`src/pcr_pkg.sv`:
```
// package for the processor control register group
package pcr_pkg;

	// register addresses
	localparam logic [15:0] ADDR_CLK_DIV = 16'hc008;
	localparam logic [15:0] ADDR_PWR = 16'hc00a;
	localparam logic [15:0] ADDR_IRQ_EN = 16'hc00e;
	localparam logic [15:0] ADDR_BRK = 16'hc014;
	localparam logic [15:0] ADDR_DIAG = 16'hc03c;

	// writable masks and reset values
	localparam logic [15:0] CLK_DIV_MASK = 16'h000f;
	localparam logic [15:0] CLK_DIV_RESET = 16'h000f;
	localparam logic [15:0] PWR_MASK = 16'h5b93;
	localparam logic [15:0] PWR_RESET = 16'h0000;
	localparam logic [15:0] IRQ_EN_MASK = 16'h1bef;
	localparam logic [15:0] IRQ_EN_RESET = 16'h0000;
	localparam logic [15:0] BRK_RESET = 16'h0000;
	localparam logic [15:0] DIAG_MASK = 16'h5077;
	localparam logic [15:0] DIAG_RESET = 16'h0000;

	// power control fields
	localparam int PWR_HALT = 0;
	localparam int PWR_SLEEP = 1;
	localparam int PWR_BOOST = 2;
	localparam int PWR_PIN_WAKE = 4;
	localparam int PWR_HOST_WAKE = 7;
	localparam int PWR_SPI_WAKE = 8;
	localparam int PWR_FSP_WAKE = 9;
	localparam int PWR_OTG_WAKE = 11;
	localparam int PWR_SE1_WAKE = 12;
	localparam int PWR_SE2_WAKE = 14;

	// interrupt enable fields
	localparam int IE_TM0 = 0;
	localparam int IE_TM1 = 1;
	localparam int IE_GPIO = 2;
	localparam int IE_UART = 3;
	localparam int IE_OUTBOUND_MAILBOX_IRQ = 5;
	localparam int IE_INBOUND_MAILBOX_IRQ = 6;
	localparam int IE_FSP = 7;
	localparam int IE_SE1 = 8;
	localparam int IE_SE2 = 9;
	localparam int IE_SPI = 11;
	localparam int IE_OTG = 12;

	// diagnostic fields
	localparam int DG_P1 = 12;
	localparam int DG_P2 = 14;
	localparam int DG_FS_PU = 4;
	localparam int DG_LS_PU = 5;
	localparam int DG_PD = 6;
	localparam int DG_SE0 = 2;
	localparam int DG_JK = 1;

	// timing
	localparam int CLK_HZ = 50_000_000;
	localparam int RESUME_US = 500;
	localparam int RESUME_CYC = (CLK_HZ / 1_000_000) * RESUME_US;
	localparam int WAKE_CYC = 64;

	typedef enum logic [1:0] {
		PM_RUN = 2'b00,
		PM_HALT = 2'b01,
		PM_SLEEP = 2'b10,
		PM_WAKE = 2'b11
	} pcr_pm_e;

	// register access request
	typedef struct packed {
		logic wr;
		logic rd;
		logic host;
		logic [15:0] addr;
		logic [15:0] wdata;
	} pcr_req_s;

	// interrupt sources grouped
	typedef struct packed {
		logic [5:0] se2;
		logic [5:0] se1;
		logic [2:0] spi;
		logic [1:0] fsp;
		logic [1:0] uart;
		logic otg;
		logic inbound_mailbox_irq;
		logic outbound_mailbox_irq;
		logic gpio;
		logic tm1;
		logic tm0;
	} pcr_irq_s;

	// usb line test drive for one port
	typedef struct packed {
		logic active;
		logic pull_down;
		logic ls_pull_up;
		logic fs_pull_up;
		logic se0;
		logic jk;
		logic j_not_k;
	} pcr_line_s;

endpackage

```
`src/pcr_regs.sv`:
```
// processor control registers: clock divisor, power, irq, breakpoint, diag
`timescale 1ns/1ps
// ---------------------------------------------------------------
// Overview of operation
// [RULE1] cpu divisor only gates the core, peripherals keep the full clock
// [RULE2] core runs one cycle in speed field plus one
// [RULE3] sleep bit write stops clock, powers down boost, pump, transceivers
// [RULE4] counters and timers freeze in sleep and keep their values
// [RULE5] enabled wake activity ends sleep; execution resumes within 0.5 ms
// [RULE6] halt bit write stops only the core
// [RULE7] any enabled interrupt ends halt
// [RULE8] software follows halt with two no-operation instructions
// [RULE9] bits 14 and 12 wake on serial engine 2 or 1, no interrupt
// [RULE10] bit 11 wakes on otg vbus valid or id transition
// [RULE11] bit 9 wakes on fast serial rx, bit 8 on slave select fall
// [RULE12] the byte that woke fast serial or spi is discarded
// [RULE13] bit 7 wakes on host port read, bit 4 on pins 25 or 24
// [RULE14] bit 2 reads one while boost not ready and rails low
// [RULE15] enable bits 9 and 8 gate all serial engine 2 or 1 interrupts
// [RULE16] bit 11 gates spi, bit 7 fast serial, bit 3 uart interrupts
// [RULE17] bit 12 gates otg, bit 6 inbound, bit 5 outbound mailbox
// [RULE18] clearing pin, timer 1 or timer 0 enable clears their pending
// [RULE19] pc equal to breakpoint raises vector 127; zero write clears it
// [RULE20] diag register readable on chip, write-only from host port
// [RULE21] diag bits 14 and 12 apply test conditions to port 2a or 1a
// [RULE22] bit 6 pull-downs, bit 5 low-speed pull-up, bit 4 full-speed
// [RULE23] force code 1xx drives se0, 01x toggles j and k
// [RULE24] software writes zero to reserved bits
// [RULE25] a read that wakes from sleep returns throwaway data
// [RULE26] breakpoint is inactive while its register holds zero
// ---------------------------------------------------------------
module pcr_regs
(
	// clock and reset
	input wire logic sys_clk_i,
	input wire logic reset_i,
	// register access
	input wire pcr_pkg::pcr_req_s req_i,
	output logic [15:0] rdata_o,
	output logic rvalid_o,
	// processor side
	input wire logic [15:0] pc_i,
	output logic cpu_run_o,
	output logic periph_run_o,
	output logic breakpoint_vector_o,
	// interrupt sources, gated outputs and pending clears
	input wire pcr_pkg::pcr_irq_s irq_i,
	output pcr_pkg::pcr_irq_s irq_o,
	output logic first_timer_clr_o,
	output logic second_timer_clr_o,
	output logic gpio_clr_o,
	// wake inputs and boost status from pins
	input wire logic se1_line_i,
	input wire logic se2_line_i,
	input wire logic otg_vbus_valid_i,
	input wire logic otg_id_i,
	input wire logic fast_serial_port_rx_i,
	input wire logic serial_slave_select_n_i,
	input wire logic [1:0] pin_wake_i,
	input wire logic boost_not_ok_i,
	// power and byte discard
	output logic boost_on_o,
	output logic charge_pump_on_o,
	output logic transceiver_on_o,
	output logic discard_byte_o,
	// line test
	output pcr_pkg::pcr_line_s port1_line_o,
	output pcr_pkg::pcr_line_s port2_line_o
);

	// ---------------------------------------------------------------
	// synchronisers
	// ---------------------------------------------------------------
	logic [8:0] sync1_r;
	logic [8:0] sync2_r;
	logic [8:0] prev_r;
	logic [8:0] pins_raw;

	// pin order: se2, boost, wake pins, select, rx, id, vbus, se1
	assign pins_raw = {se2_line_i, boost_not_ok_i, pin_wake_i,
		serial_slave_select_n_i, fast_serial_port_rx_i, otg_id_i,
		otg_vbus_valid_i, se1_line_i};

	always_ff @(posedge sys_clk_i)
	begin
		if (reset_i)
		begin
			sync1_r <= 9'h000;
			sync2_r <= 9'h000;
			prev_r <= 9'h000;
		end
		else
		begin
			sync1_r <= pins_raw;
			sync2_r <= sync1_r;
			prev_r <= sync2_r;
		end
	end

	// ---------------------------------------------------------------
	// registers and power state
	// ---------------------------------------------------------------
	logic [15:0] div_r, div_nxt;
	logic [15:0] pwr_r, pwr_nxt;
	logic [15:0] ie_r, ie_nxt;
	logic [15:0] brk_r, brk_nxt;
	logic [15:0] diag_r, diag_nxt;
	logic [3:0] cnt_r, cnt_nxt;
	logic [15:0] res_r, res_nxt;
	logic brk_hit_r, brk_hit_nxt;
	pcr_pkg::pcr_pm_e pm_r, pm_nxt;
	logic [15:0] rdata_nxt;
	logic rvalid_nxt;
	logic cpu_run_r;
	logic cpu_run_nxt;
	logic discard_nxt;
	logic discard_r;
	pcr_pkg::pcr_irq_s irq_nxt;
	logic [2:0] clr_nxt;
	logic [2:0] clr_r;
	logic jk_r, jk_nxt;
	logic wake;
	logic any_irq;
	logic [8:0] edge_s;

	function automatic logic [15:0] masked(input logic [15:0] v,
		input logic [15:0] m);
		masked = v & m;
	endfunction

	function automatic logic hit(input logic [15:0] a);
		hit = req_i.addr == a;
	endfunction

	assign edge_s = sync2_r ^ prev_r;

	always_comb
	begin
		div_nxt = div_r;
		pwr_nxt = pwr_r;
		ie_nxt = ie_r;
		brk_nxt = brk_r;
		diag_nxt = diag_r;
		cnt_nxt = cnt_r;
		res_nxt = res_r;
		pm_nxt = pm_r;
		brk_hit_nxt = brk_hit_r;
		rdata_nxt = 16'h0000;
		rvalid_nxt = 1'b0;
		discard_nxt = 1'b0;
		clr_nxt = 3'b000;
		jk_nxt = ~jk_r;
		// wake sources, serial engine edges raise no interrupt
		wake = (pwr_r[pcr_pkg::PWR_SE1_WAKE] & edge_s[0]) // RULE9
			| (pwr_r[pcr_pkg::PWR_SE2_WAKE] & edge_s[8])
			| (pwr_r[pcr_pkg::PWR_OTG_WAKE] & (edge_s[1] | edge_s[2])) // RULE10
			| (pwr_r[pcr_pkg::PWR_FSP_WAKE] & edge_s[3]) // RULE11
			| (pwr_r[pcr_pkg::PWR_SPI_WAKE] & edge_s[4] & ~sync2_r[4])
			| (pwr_r[pcr_pkg::PWR_HOST_WAKE] & req_i.rd & req_i.host) // RULE13
			| (pwr_r[pcr_pkg::PWR_PIN_WAKE] & (edge_s[5] | edge_s[6]));
		irq_nxt = irq_i;
		irq_nxt.se1 = irq_i.se1 & {6{ie_r[pcr_pkg::IE_SE1]}}; // RULE15
		irq_nxt.se2 = irq_i.se2 & {6{ie_r[pcr_pkg::IE_SE2]}};
		irq_nxt.spi = irq_i.spi & {3{ie_r[pcr_pkg::IE_SPI]}}; // RULE16
		irq_nxt.fsp = irq_i.fsp & {2{ie_r[pcr_pkg::IE_FSP]}};
		irq_nxt.uart = irq_i.uart & {2{ie_r[pcr_pkg::IE_UART]}};
		irq_nxt.otg = irq_i.otg & ie_r[pcr_pkg::IE_OTG]; // RULE17
		irq_nxt.inbound_mailbox_irq = irq_i.inbound_mailbox_irq & ie_r[pcr_pkg::IE_INBOUND_MAILBOX_IRQ];
		irq_nxt.outbound_mailbox_irq = irq_i.outbound_mailbox_irq & ie_r[pcr_pkg::IE_OUTBOUND_MAILBOX_IRQ];
		irq_nxt.gpio = irq_i.gpio & ie_r[pcr_pkg::IE_GPIO];
		irq_nxt.tm1 = irq_i.tm1 & ie_r[pcr_pkg::IE_TM1];
		irq_nxt.tm0 = irq_i.tm0 & ie_r[pcr_pkg::IE_TM0];
		any_irq = |irq_nxt;
		// core enable from divisor, only in run state
		if (pm_r == pcr_pkg::PM_RUN)
		begin
			if (cnt_r >= div_r[3:0]) // RULE2
				cnt_nxt = 4'h0;
			else
				cnt_nxt = cnt_r + 4'h1;
		end
		// breakpoint
		if ((brk_r != pcr_pkg::BRK_RESET) && (pc_i == brk_r) && cpu_run_r)
			brk_hit_nxt = 1'b1; // RULE19
		// power state machine
		case (pm_r)
			pcr_pkg::PM_RUN:
			begin
				if (pwr_r[pcr_pkg::PWR_SLEEP])
					pm_nxt = pcr_pkg::PM_SLEEP; // RULE3
				else if (pwr_r[pcr_pkg::PWR_HALT])
					pm_nxt = pcr_pkg::PM_HALT; // RULE6
			end
			pcr_pkg::PM_HALT:
			begin
				if (any_irq)
				begin
					pm_nxt = pcr_pkg::PM_RUN; // RULE7
					pwr_nxt[pcr_pkg::PWR_HALT] = 1'b0;
				end
			end
			pcr_pkg::PM_SLEEP:
			begin
				if (wake)
				begin
					pm_nxt = pcr_pkg::PM_WAKE; // RULE5
					pwr_nxt[pcr_pkg::PWR_SLEEP] = 1'b0;
					res_nxt = 16'(pcr_pkg::WAKE_CYC);
					discard_nxt = (pwr_r[pcr_pkg::PWR_FSP_WAKE] & edge_s[3])
						| (pwr_r[pcr_pkg::PWR_SPI_WAKE] & edge_s[4]
						& ~sync2_r[4]); // RULE12
				end
			end
			pcr_pkg::PM_WAKE:
			begin
				if (res_r == 16'h0000)
					pm_nxt = pcr_pkg::PM_RUN;
				else
					res_nxt = res_r - 16'h0001;
			end
			default:
				pm_nxt = pcr_pkg::PM_RUN;
		endcase
		// core enable only while staying in run
		cpu_run_nxt = (pm_r == pcr_pkg::PM_RUN)
			&& (pm_nxt == pcr_pkg::PM_RUN)
			&& (cnt_nxt == 4'h0); // RULE1
		// register writes
		if (req_i.wr)
		begin
			if (hit(pcr_pkg::ADDR_CLK_DIV))
				div_nxt = masked(req_i.wdata, pcr_pkg::CLK_DIV_MASK);
			if (hit(pcr_pkg::ADDR_PWR))
				pwr_nxt = masked(req_i.wdata, pcr_pkg::PWR_MASK)
					& ~(16'h0001 << pcr_pkg::PWR_BOOST);
			if (hit(pcr_pkg::ADDR_IRQ_EN))
			begin
				ie_nxt = masked(req_i.wdata, pcr_pkg::IRQ_EN_MASK);
				clr_nxt[0] = ~ie_nxt[pcr_pkg::IE_TM0]; // RULE18
				clr_nxt[1] = ~ie_nxt[pcr_pkg::IE_TM1];
				clr_nxt[2] = ~ie_nxt[pcr_pkg::IE_GPIO];
			end
			if (hit(pcr_pkg::ADDR_BRK))
			begin
				brk_nxt = req_i.wdata;
				if (req_i.wdata == pcr_pkg::BRK_RESET)
					brk_hit_nxt = 1'b0; // RULE26
			end
			if (hit(pcr_pkg::ADDR_DIAG))
				diag_nxt = masked(req_i.wdata, pcr_pkg::DIAG_MASK);
		end
		// register reads
		if (req_i.rd)
		begin
			rvalid_nxt = 1'b1;
			if (hit(pcr_pkg::ADDR_CLK_DIV))
				rdata_nxt = div_r;
			else if (hit(pcr_pkg::ADDR_PWR))
				rdata_nxt = pwr_r | ({15'h0000, sync2_r[7]}
					<< pcr_pkg::PWR_BOOST); // RULE14
			else if (hit(pcr_pkg::ADDR_IRQ_EN))
				rdata_nxt = ie_r;
			else if (hit(pcr_pkg::ADDR_BRK))
				rdata_nxt = brk_r;
			else if (hit(pcr_pkg::ADDR_DIAG) && !req_i.host)
				rdata_nxt = diag_r; // RULE20
			if (pm_r == pcr_pkg::PM_SLEEP)
				rdata_nxt = 16'h0000; // RULE25
		end
	end

	// ---------------------------------------------------------------
	// register stage
	// ---------------------------------------------------------------

	always_ff @(posedge sys_clk_i)
	begin
		if (reset_i)
		begin
			div_r <= pcr_pkg::CLK_DIV_RESET;
			pwr_r <= pcr_pkg::PWR_RESET;
			ie_r <= pcr_pkg::IRQ_EN_RESET;
			brk_r <= pcr_pkg::BRK_RESET;
			diag_r <= pcr_pkg::DIAG_RESET;
			cnt_r <= 4'h0;
			res_r <= 16'h0000;
			pm_r <= pcr_pkg::PM_RUN;
			brk_hit_r <= 1'b0;
			rdata_o <= 16'h0000;
			rvalid_o <= 1'b0;
			cpu_run_r <= 1'b0;
			discard_r <= 1'b0;
			irq_o <= '0;
			clr_r <= 3'b000;
			jk_r <= 1'b0;
		end
		else
		begin
			div_r <= div_nxt;
			pwr_r <= pwr_nxt;
			ie_r <= ie_nxt;
			brk_r <= brk_nxt;
			diag_r <= diag_nxt;
			cnt_r <= cnt_nxt;
			res_r <= res_nxt;
			pm_r <= pm_nxt;
			brk_hit_r <= brk_hit_nxt;
			rdata_o <= rdata_nxt;
			rvalid_o <= rvalid_nxt;
			cpu_run_r <= cpu_run_nxt;
			discard_r <= discard_nxt;
			irq_o <= irq_nxt;
			clr_r <= clr_nxt;
			jk_r <= jk_nxt;
		end
	end

	// ---------------------------------------------------------------
	// outputs
	// ---------------------------------------------------------------
	logic awake_r;
	logic awake_nxt;
	pcr_pkg::pcr_line_s p1_r;
	pcr_pkg::pcr_line_s p2_r;
	pcr_pkg::pcr_line_s p1_nxt;
	pcr_pkg::pcr_line_s p2_nxt;
	pcr_pkg::pcr_line_s line_nxt;

	always_comb
	begin
		line_nxt.active = 1'b1;
		line_nxt.pull_down = diag_r[pcr_pkg::DG_PD]; // RULE22
		line_nxt.ls_pull_up = diag_r[pcr_pkg::DG_LS_PU];
		line_nxt.fs_pull_up = diag_r[pcr_pkg::DG_FS_PU];
		line_nxt.se0 = diag_r[pcr_pkg::DG_SE0]; // RULE23
		line_nxt.jk = ~diag_r[pcr_pkg::DG_SE0] & diag_r[pcr_pkg::DG_JK];
		line_nxt.j_not_k = jk_r;
		// peripherals, boost, pump and transceivers share one enable
		awake_nxt = (pm_nxt != pcr_pkg::PM_SLEEP); // RULE4
		p1_nxt = diag_r[pcr_pkg::DG_P1] ? line_nxt : '0; // RULE21
		p2_nxt = diag_r[pcr_pkg::DG_P2] ? line_nxt : '0;
	end

	always_ff @(posedge sys_clk_i)
	begin
		if (reset_i)
		begin
			awake_r <= 1'b1;
			p1_r <= '0;
			p2_r <= '0;
		end
		else
		begin
			awake_r <= awake_nxt;
			p1_r <= p1_nxt;
			p2_r <= p2_nxt;
		end
	end

	assign cpu_run_o = cpu_run_r;
	assign periph_run_o = awake_r;
	assign breakpoint_vector_o = brk_hit_r;
	assign first_timer_clr_o = clr_r[0];
	assign second_timer_clr_o = clr_r[1];
	assign gpio_clr_o = clr_r[2];
	assign boost_on_o = awake_r;
	assign charge_pump_on_o = awake_r;
	assign transceiver_on_o = awake_r;
	assign discard_byte_o = discard_r;
	assign port1_line_o = p1_r;
	assign port2_line_o = p2_r;

endmodule

```
`config.mk`:
```
export PLATFORM = sky130hd
export DESIGN_NAME = pcr_regs
export DESIGN_NICKNAME = d
export VERILOG_FILES = /design/src/pcr_pkg.sv /design/src/pcr_regs.sv
export SDC_FILE = /design/constraint.sdc
export NUM_CORES = 1
export LEC_CHECK = 0
export BUFFER_PORTS_ARGS = -buffer_cell sky130_fd_sc_hd__buf_2
export CAP_MARGIN = 20
export CORE_MARGIN = 4
export CORE_UTILIZATION = 28
export CTS_CLUSTER_DIAMETER = 120
export DETAILED_ROUTE_END_ITERATION = 10
export HOLD_SLACK_MARGIN = 0.02
export SETUP_SLACK_MARGIN = 0.3
export SKIP_LAST_GASP = 1
export SYNTH_ARGS = -nofsm -noshare
export SYNTH_HDL_FRONTEND = slang
export SYNTH_SLANG_ARGS = --single-unit
```
`constraint.sdc`:
```
create_clock -name sys_clk_i -period 1.8 [get_ports sys_clk_i]
set_input_delay 0.36 -clock sys_clk_i [delete_from_list [all_inputs] [get_ports sys_clk_i]]
set_output_delay 0.36 -clock sys_clk_i [all_outputs]
set_load 0.02 [all_outputs]
```
==> results.toml, run 1 <==
[timing]
fin_ws_ns = -0.00894
final.period_utilization_pct = 100
fmax_mhz = 553
setup_viol = 4
worst_pin_slew_ns = 0.482
fin_skew_ns = 0.0291
rsz0062_at_grt = "true"
finalHoldViolCount = 0
timing.final.crit_period_ns = 1.81
maxSlewViolCount = 0
tns_ns = -0.0167
max-slew-margin-rel_pct = 67.9

[grt]
first_global_vias = 5093
groute.usage.overall_pct = 14.7
grt_overflow_total = 0
grt_max_degree = 51
grt_pass1_wl_mm = 27.8
antenna_found_initial = 3

[route]
drc_errors = 0
wl_per_cell_um = 15.8
dr.pass1.iters = 7
drt_iter0_drc = 472
routed_via_density = 4.65
dr_total_vias = 5360
drt-total-wl_mm = 18.2
ant_nets = 0

[synth]
synth_most_common_cell = "dfxtp_1"
yosys_most_used_dff = "dfxtp_1"
synth-edff-count = 0
async_reset_ff_share_pct = 0
synthesis.area_mm2 = 0.00608
synth.top_cells.by_area = "dfxtp_1 53%, nand2_1 5.2%, nor2_1 3.8%, nor2b_1 3.7%, mux2i_1 3.1%"
synth_cell_types = 56
syn_avg_cell_area_um2 = 9.48
yosys-top-cells-count = "160 x dfxtp_1, 85 x nand2_1, 61 x nor2_1"
synth_nets = 734
synth_top_area_share_pct = 52.7
ys_ff_latch = 160
syn_inst = 641
synth_top_cell_by_area = "dfxtp_1"
seq_area_frac_synth_pct = 52.7
yosysWarnings = 0

[setup_path]
crit_family = "simple AND/OR/NAND/NOR gates"
critPathKind = "flop to flop"
crit_path_max_fanout = 4
arrival_ns = 2.12
worstPathRequired_ns = 2.11
slowest_stage = "or4_4"
crit_buf_inv = 1
start_kind = "flop"
cpPeakStageDelay_ns = 0.53
cp-end-kind = "flop"
crit_chain = "or4_4, and4bb_4, nor2_4, a21oi_4, buf_6, nand3b_1, o41ai_1"

[floorplan]
initial_utilization_pct = 28.6
io_pins = 153
rows = 53
die_x_um = 155
die_y_um = 155
die-area_mm2 = 0.0241
core_mm2 = 0.0212

[status]
violations = "setup timing"
status = "finished, violations left"

[cells_and_area]
stdcell_count = 1152
drive_gt1_share_pct = 38.5
nets = 956
n_fill_cell = 2078
area_growth_syn_to_layout_pct = 43.8
post-route-util_pct = 41.2

[pwr]
pwr_density_cell_mw_per_mm2 = 884
vdd_ir_drop_max_uv = 617
p_leak_nw = 3.91
power_mw = 7.73

[placement]
dpl.cell_count = 1104
dpl.hpwl_mm = 13.7
dp_slack_ns = -0.184
gp_congestion = 0.865
port_buffers = 152

[clocking]
cts_made_buffers = 17
cts_tree = "built"
clock-root-buffer = "clkbuf_16"
cts_buffer_depth = 2
clkLatencyLatePin_ns = 0.44
cts_num_sinks = 160
clk_transition_reported_paths_ns = 0.07
cts.htree.levels = 4
cts_hold_buf = 0

[flow_run]
max-cap-violations = 0

[min_path]
hold_path_class = "input pin to flop"
-- placed cells by master (no fill, tap or decap), drive strengths merged, types with 3 or more instances in the layout --
cell type,instances
xor2,21
o21ai,11
a221oi,4
nor2b,36
clkbuf,22
dfxtp,160
nand4,12
and3,8
xnor2,19
a21oi,31
o22ai,3
or4,3
nand3b,7
nor2,63
nor3,16
inv,12
nand2b,7
nor4,14
ha,6
nand3,9
o41ai,3
and2,28
mux2i,19
and3b,8
buf,229
a222oi,10
bufinv,3
nand2,85
-- path summary, 6_finish.rpt --
kind	cells after the start	endpoint	from	slack [ns]
worst max-delay path	7	res_r[1]	res_r[8]	-0.009
worst min-delay path	2	irq_o[23]	irq_i[23]	0.13
worst max register to register	7	res_r[1]	res_r[8]	-0.009
worst min register to register	1	jk_r	jk_r	0.43
-- flip-flops by register name, indices dropped and copies added, names as in the netlist, 8 cells and up --
signal and count:
ie_r 11, rdata_o 16, diag_r 8, sync2_r 9
prev_r 8, irq_o 25, sync1_r 9, brk_r 16
pwr_r 9, res_r 16
-- repair_timing --
| item | CTS | global route |
|---|---|---|
| pin swaps | 14 | 38 |
| resized for setup | 15 | 62 |
| endpoints found under the setup margin | 29 | 68 |
| buffers inserted | 2 | 11 |
| cloned | 0 | 2 |
-- logic make-up (layout without fill, tap and decap cells) --
| kind of cell | Yosys count | after routing | synth area share, % |
|---|---|---|---|
| AO/OA/AOI/OAI | 76 | 76 | 8.69 |
| XOR/XNOR | 40 | 40 | 5.76 |
| adder cells (fa/ha/maj) | 6 | 6 | 1.23 |
| buffers and inverters | 36 | 269 | 2.49 |
| flip-flops | 160 | 160 | 52.7 |
| multiplexers | 20 | 20 | 3.31 |
| other | 0 | 1 | 0 |
| AND/OR/NAND/NOR | 303 | 305 | 25.8 |
-- routing by layer --
metal / routed length (um) / GRT usage (%) / vias up
met3: 1390 / 4.01 / 23
met1: 8390 / 19.9 / 2484
li1: - / - / 2657
met2: 8180 / 22.9 / 190
met4: 228 / 4.59 / 6
met5: 35 / 0 / -
-- metrics by stage --
stage	instance area (um^2)	hold WS (ns)
final	8740	0.131
after global routing	8740	0.136
after CTS	8420	0.121
after detailed placement	7730	0.413
after global placement	7730	0.404
after floorplan	6270	0.389
-- report_power, final --
group | internal (mW) | switching (mW)
clock | 2.28 | 1.48
combinational | 0.182 | 0.196
sequential | 3.57 | 0.0172
total | 6.03 | 1.69
-- layout make-up --
class	instances	area (um^2)	area share (%)
inverter	8	30.0	0.343
clock buffer	22	464	5.31
antenna	1	2.50	0.0286
sequential	160	3210	36.7
multi-input combinational	447	3070	35.1
tap	275	344	3.94
timing repair buffer	229	1470	16.8
clock inverter	10	149	1.70
-- worst register-to-register path: stages, from the launching register on --
cell	delay (ns)
dfxtp_2	0.32
or4_4	0.53
and4bb_4	0.38
nor2_4	0.06
a21oi_4	0.16
buf_6	0.14
nand3b_1	0.07
o41ai_1	0.06
Note: power is estimated with default switching activity, not from simulation.
==> run 2, diff against run 1 <==
--- a/config.mk
+++ b/config.mk
@@ -8,10 +8,11 @@
 export BUFFER_PORTS_ARGS = -buffer_cell sky130_fd_sc_hd__buf_2
 export CAP_MARGIN = 20
 export CORE_MARGIN = 4
-export CORE_UTILIZATION = 28
+export CORE_UTILIZATION = 48
 export CTS_CLUSTER_DIAMETER = 120
 export DETAILED_ROUTE_END_ITERATION = 10
 export HOLD_SLACK_MARGIN = 0.02
+export PLACE_DENSITY = 0.76
 export SETUP_SLACK_MARGIN = 0.3
 export SKIP_LAST_GASP = 1
 export SYNTH_ARGS = -nofsm -noshare
==> run 2 against run 1 <==
  * The flow still finishes with violations (setup timing)
  * Via count rose by 0.24%
  * Final area fell by 5.7%
  * Non-clock buffer count fell by 27
  * Global-route usage rose by 8.8 points
  * Combinational power fell by 9.8%
  * Wire length fell by 6.1%
  * Clock skew fell by 0.023 ns
  * Highest routed layer is now met4
  * Largest power group unchanged
  * Critical endpoint is now pm_r[0]
  * Sequential share of layout area rose by 2.1 points
==> results.toml, run 2 (same netlist as run 1, synthesis figures left out) <==
[clocking]
cts.htree.levels = 4
cts_num_sinks = 160
cts_tree = "built"
clock-root-buffer = "clkbuf_16"
cts_made_buffers = 17
clk_transition_reported_paths_ns = 0.06
cts_buffer_depth = 2
clkLatencyLatePin_ns = 0.43

[setup_path]
worstPathRequired_ns = 2.10
critPathKind = "flop to flop"
start_kind = "flop"
crit_chain = "or4_4, and4bb_4, nor2_4, a21oi_4, a22oi_2, nor2b_1"
cpPeakStageDelay_ns = 0.56
cp-end-kind = "flop"
crit_path_max_fanout = 3
arrival_ns = 2.15
slowest_stage = "or4_4"

[timing]
maxSlewViolCount = 0
fmax_mhz = 540
rsz0062_at_grt = "true"
setup_viol = 12
fin_hold_ws_ns = 0.139
worst_pin_slew_ns = 0.450
final.period_utilization_pct = 103
timing.final.crit_period_ns = 1.85
finalHoldViolCount = 0
max-slew-margin-rel_pct = 70.0
fin_skew_ns = 0.00636
fin_ws_ns = -0.0514

[pwr]
switching_power_mw = 1.59
share_comb_of_total_power_pct = 4.4
p_leak_nw = 3.71
p_int_mw = 6.12
vdd_ir_drop_max_uv = 688
pwr_density_cell_mw_per_mm2 = 936
sw_frac_of_total_pct = 20.6
clock_power_share_pct = 49.0
seqPwrFrac_pct = 46.6

[placement]
port_buffers = 152
dpl.hpwl_mm = 12.5
gp_congestion = 0.936
dpl.cell_count = 980

[grt]
antenna_found_initial = 0
grt_pass1_wl_mm = 26.7
first_global_vias = 5343
grt_overflow_total = 0
groute.usage.overall_pct = 23.5
grt_max_degree = 108

[floorplan]
die_x_um = 121
initial_utilization_pct = 49.8
rows = 40
core_mm2 = 0.0122
die-area_mm2 = 0.0145
io_pins = 153
die_y_um = 121

[flow_run]
max-cap-violations = 0

[cells_and_area]
n_fill_cell = 970
n_antenna_cell = 0
drive_gt1_share_pct = 33.3
area_growth_syn_to_layout_pct = 35.6
stdcell_count = 1015
final_common_cell = "dfxtp_1"
largest_reg_flops = 25
most-common-layout-cells = "158 x dfxtp_1, 151 x buf_2, 80 x nand2_1, 59 x nor2_1, 40 x buf_4"
regMostFlops = "irq_o"
nets = 927

[route]
ant_nets = 0
dr.pass1.iters = 5
routed_via_density = 5.29
wl_per_cell_um = 16.9
dr_total_vias = 5373
drt_iter0_drc = 534
drc_errors = 0
drt-total-wl_mm = 17.1

[status]
status = "finished, violations left"
violations = "setup timing"

[min_path]
hold_path_class = "input pin to flop"
==> run 2: path summary, 6_finish.rpt <==
check                                   to  depth (start not counted)        from  slack (ns)
worst max register to register     pm_r[0]                          6    res_r[6]       -0.05
worst min-delay path            sync1_r[8]                          2  se2_line_i        0.14
worst min register to register        jk_r                          1        jk_r        0.42
worst max-delay path               pm_r[0]                          6    res_r[6]       -0.05
==> run 2: area by class of cell <==
type / instances / area (um^2) / share of cell area [%]
clock buffers: 23 / 468 / 5.68
clock inverters: 9 / 156 / 1.90
well taps: 168 / 210 / 2.55
flip-flops and latches: 160 / 3210 / 38.9
inverters: 8 / 30.0 / 0.364
multi-input cells: 445 / 2950 / 35.8
repair buffers: 202 / 1220 / 14.8
==> run 2: critical path, delay by kind of cell (launching register included) <==
kind / cells / cell delay [ns]
flip-flops: 1 / 0.32
AO/OA/AOI/OAI: 2 / 0.29
AND/OR/NAND/NOR: 4 / 1.12
==> run 2: timing repair <==
item / in CTS / in global routing
endpoints found under the setup margin: 26 / 39
gates resized for setup: 4 / 26
pin swaps: 10 / 20
hold buffers: 0 / 0
buffers inserted: 0 / 3
==> run 2: layer usage <==
layer	vias to the layer above	wire (um)	GRT usage, %
met3	31	1420	7.20
met4	0	439	9.42
met2	232	8370	38.8
met5	-	0	0
met1	2522	6880	28.7
li1	2588	-	-
==> run 2: power groups by stage <==
stage	clock, mW	sequential, mW	combinational, mW
5_1_grt	4.00	3.59	0.367
3_3_place_gp	0	3.67	0.319
3_5_place_dp	0	3.67	0.331
6_report	3.78	3.59	0.341
4_1_cts	3.81	3.59	0.332
2_1_floorplan	0	3.67	0.139
==> run 2: stage by stage <==
stage	util (%)	setup TNS [ns]	setup WS [ns]	instance area, um^2	total power, mW
final	67.5	-0.414	-0.0514	8250	7.71
after global routing	67.5	-2.35	-0.145	8250	7.97
after CTS	66.4	-0.433	-0.0509	8110	7.74
after detailed placement	61.1	-2.67	-0.201	7460	4.00
after global placement	61.1	-0.830	-0.124	7460	3.99
after floorplan	-	-0.0821	-0.0669	6270	3.81
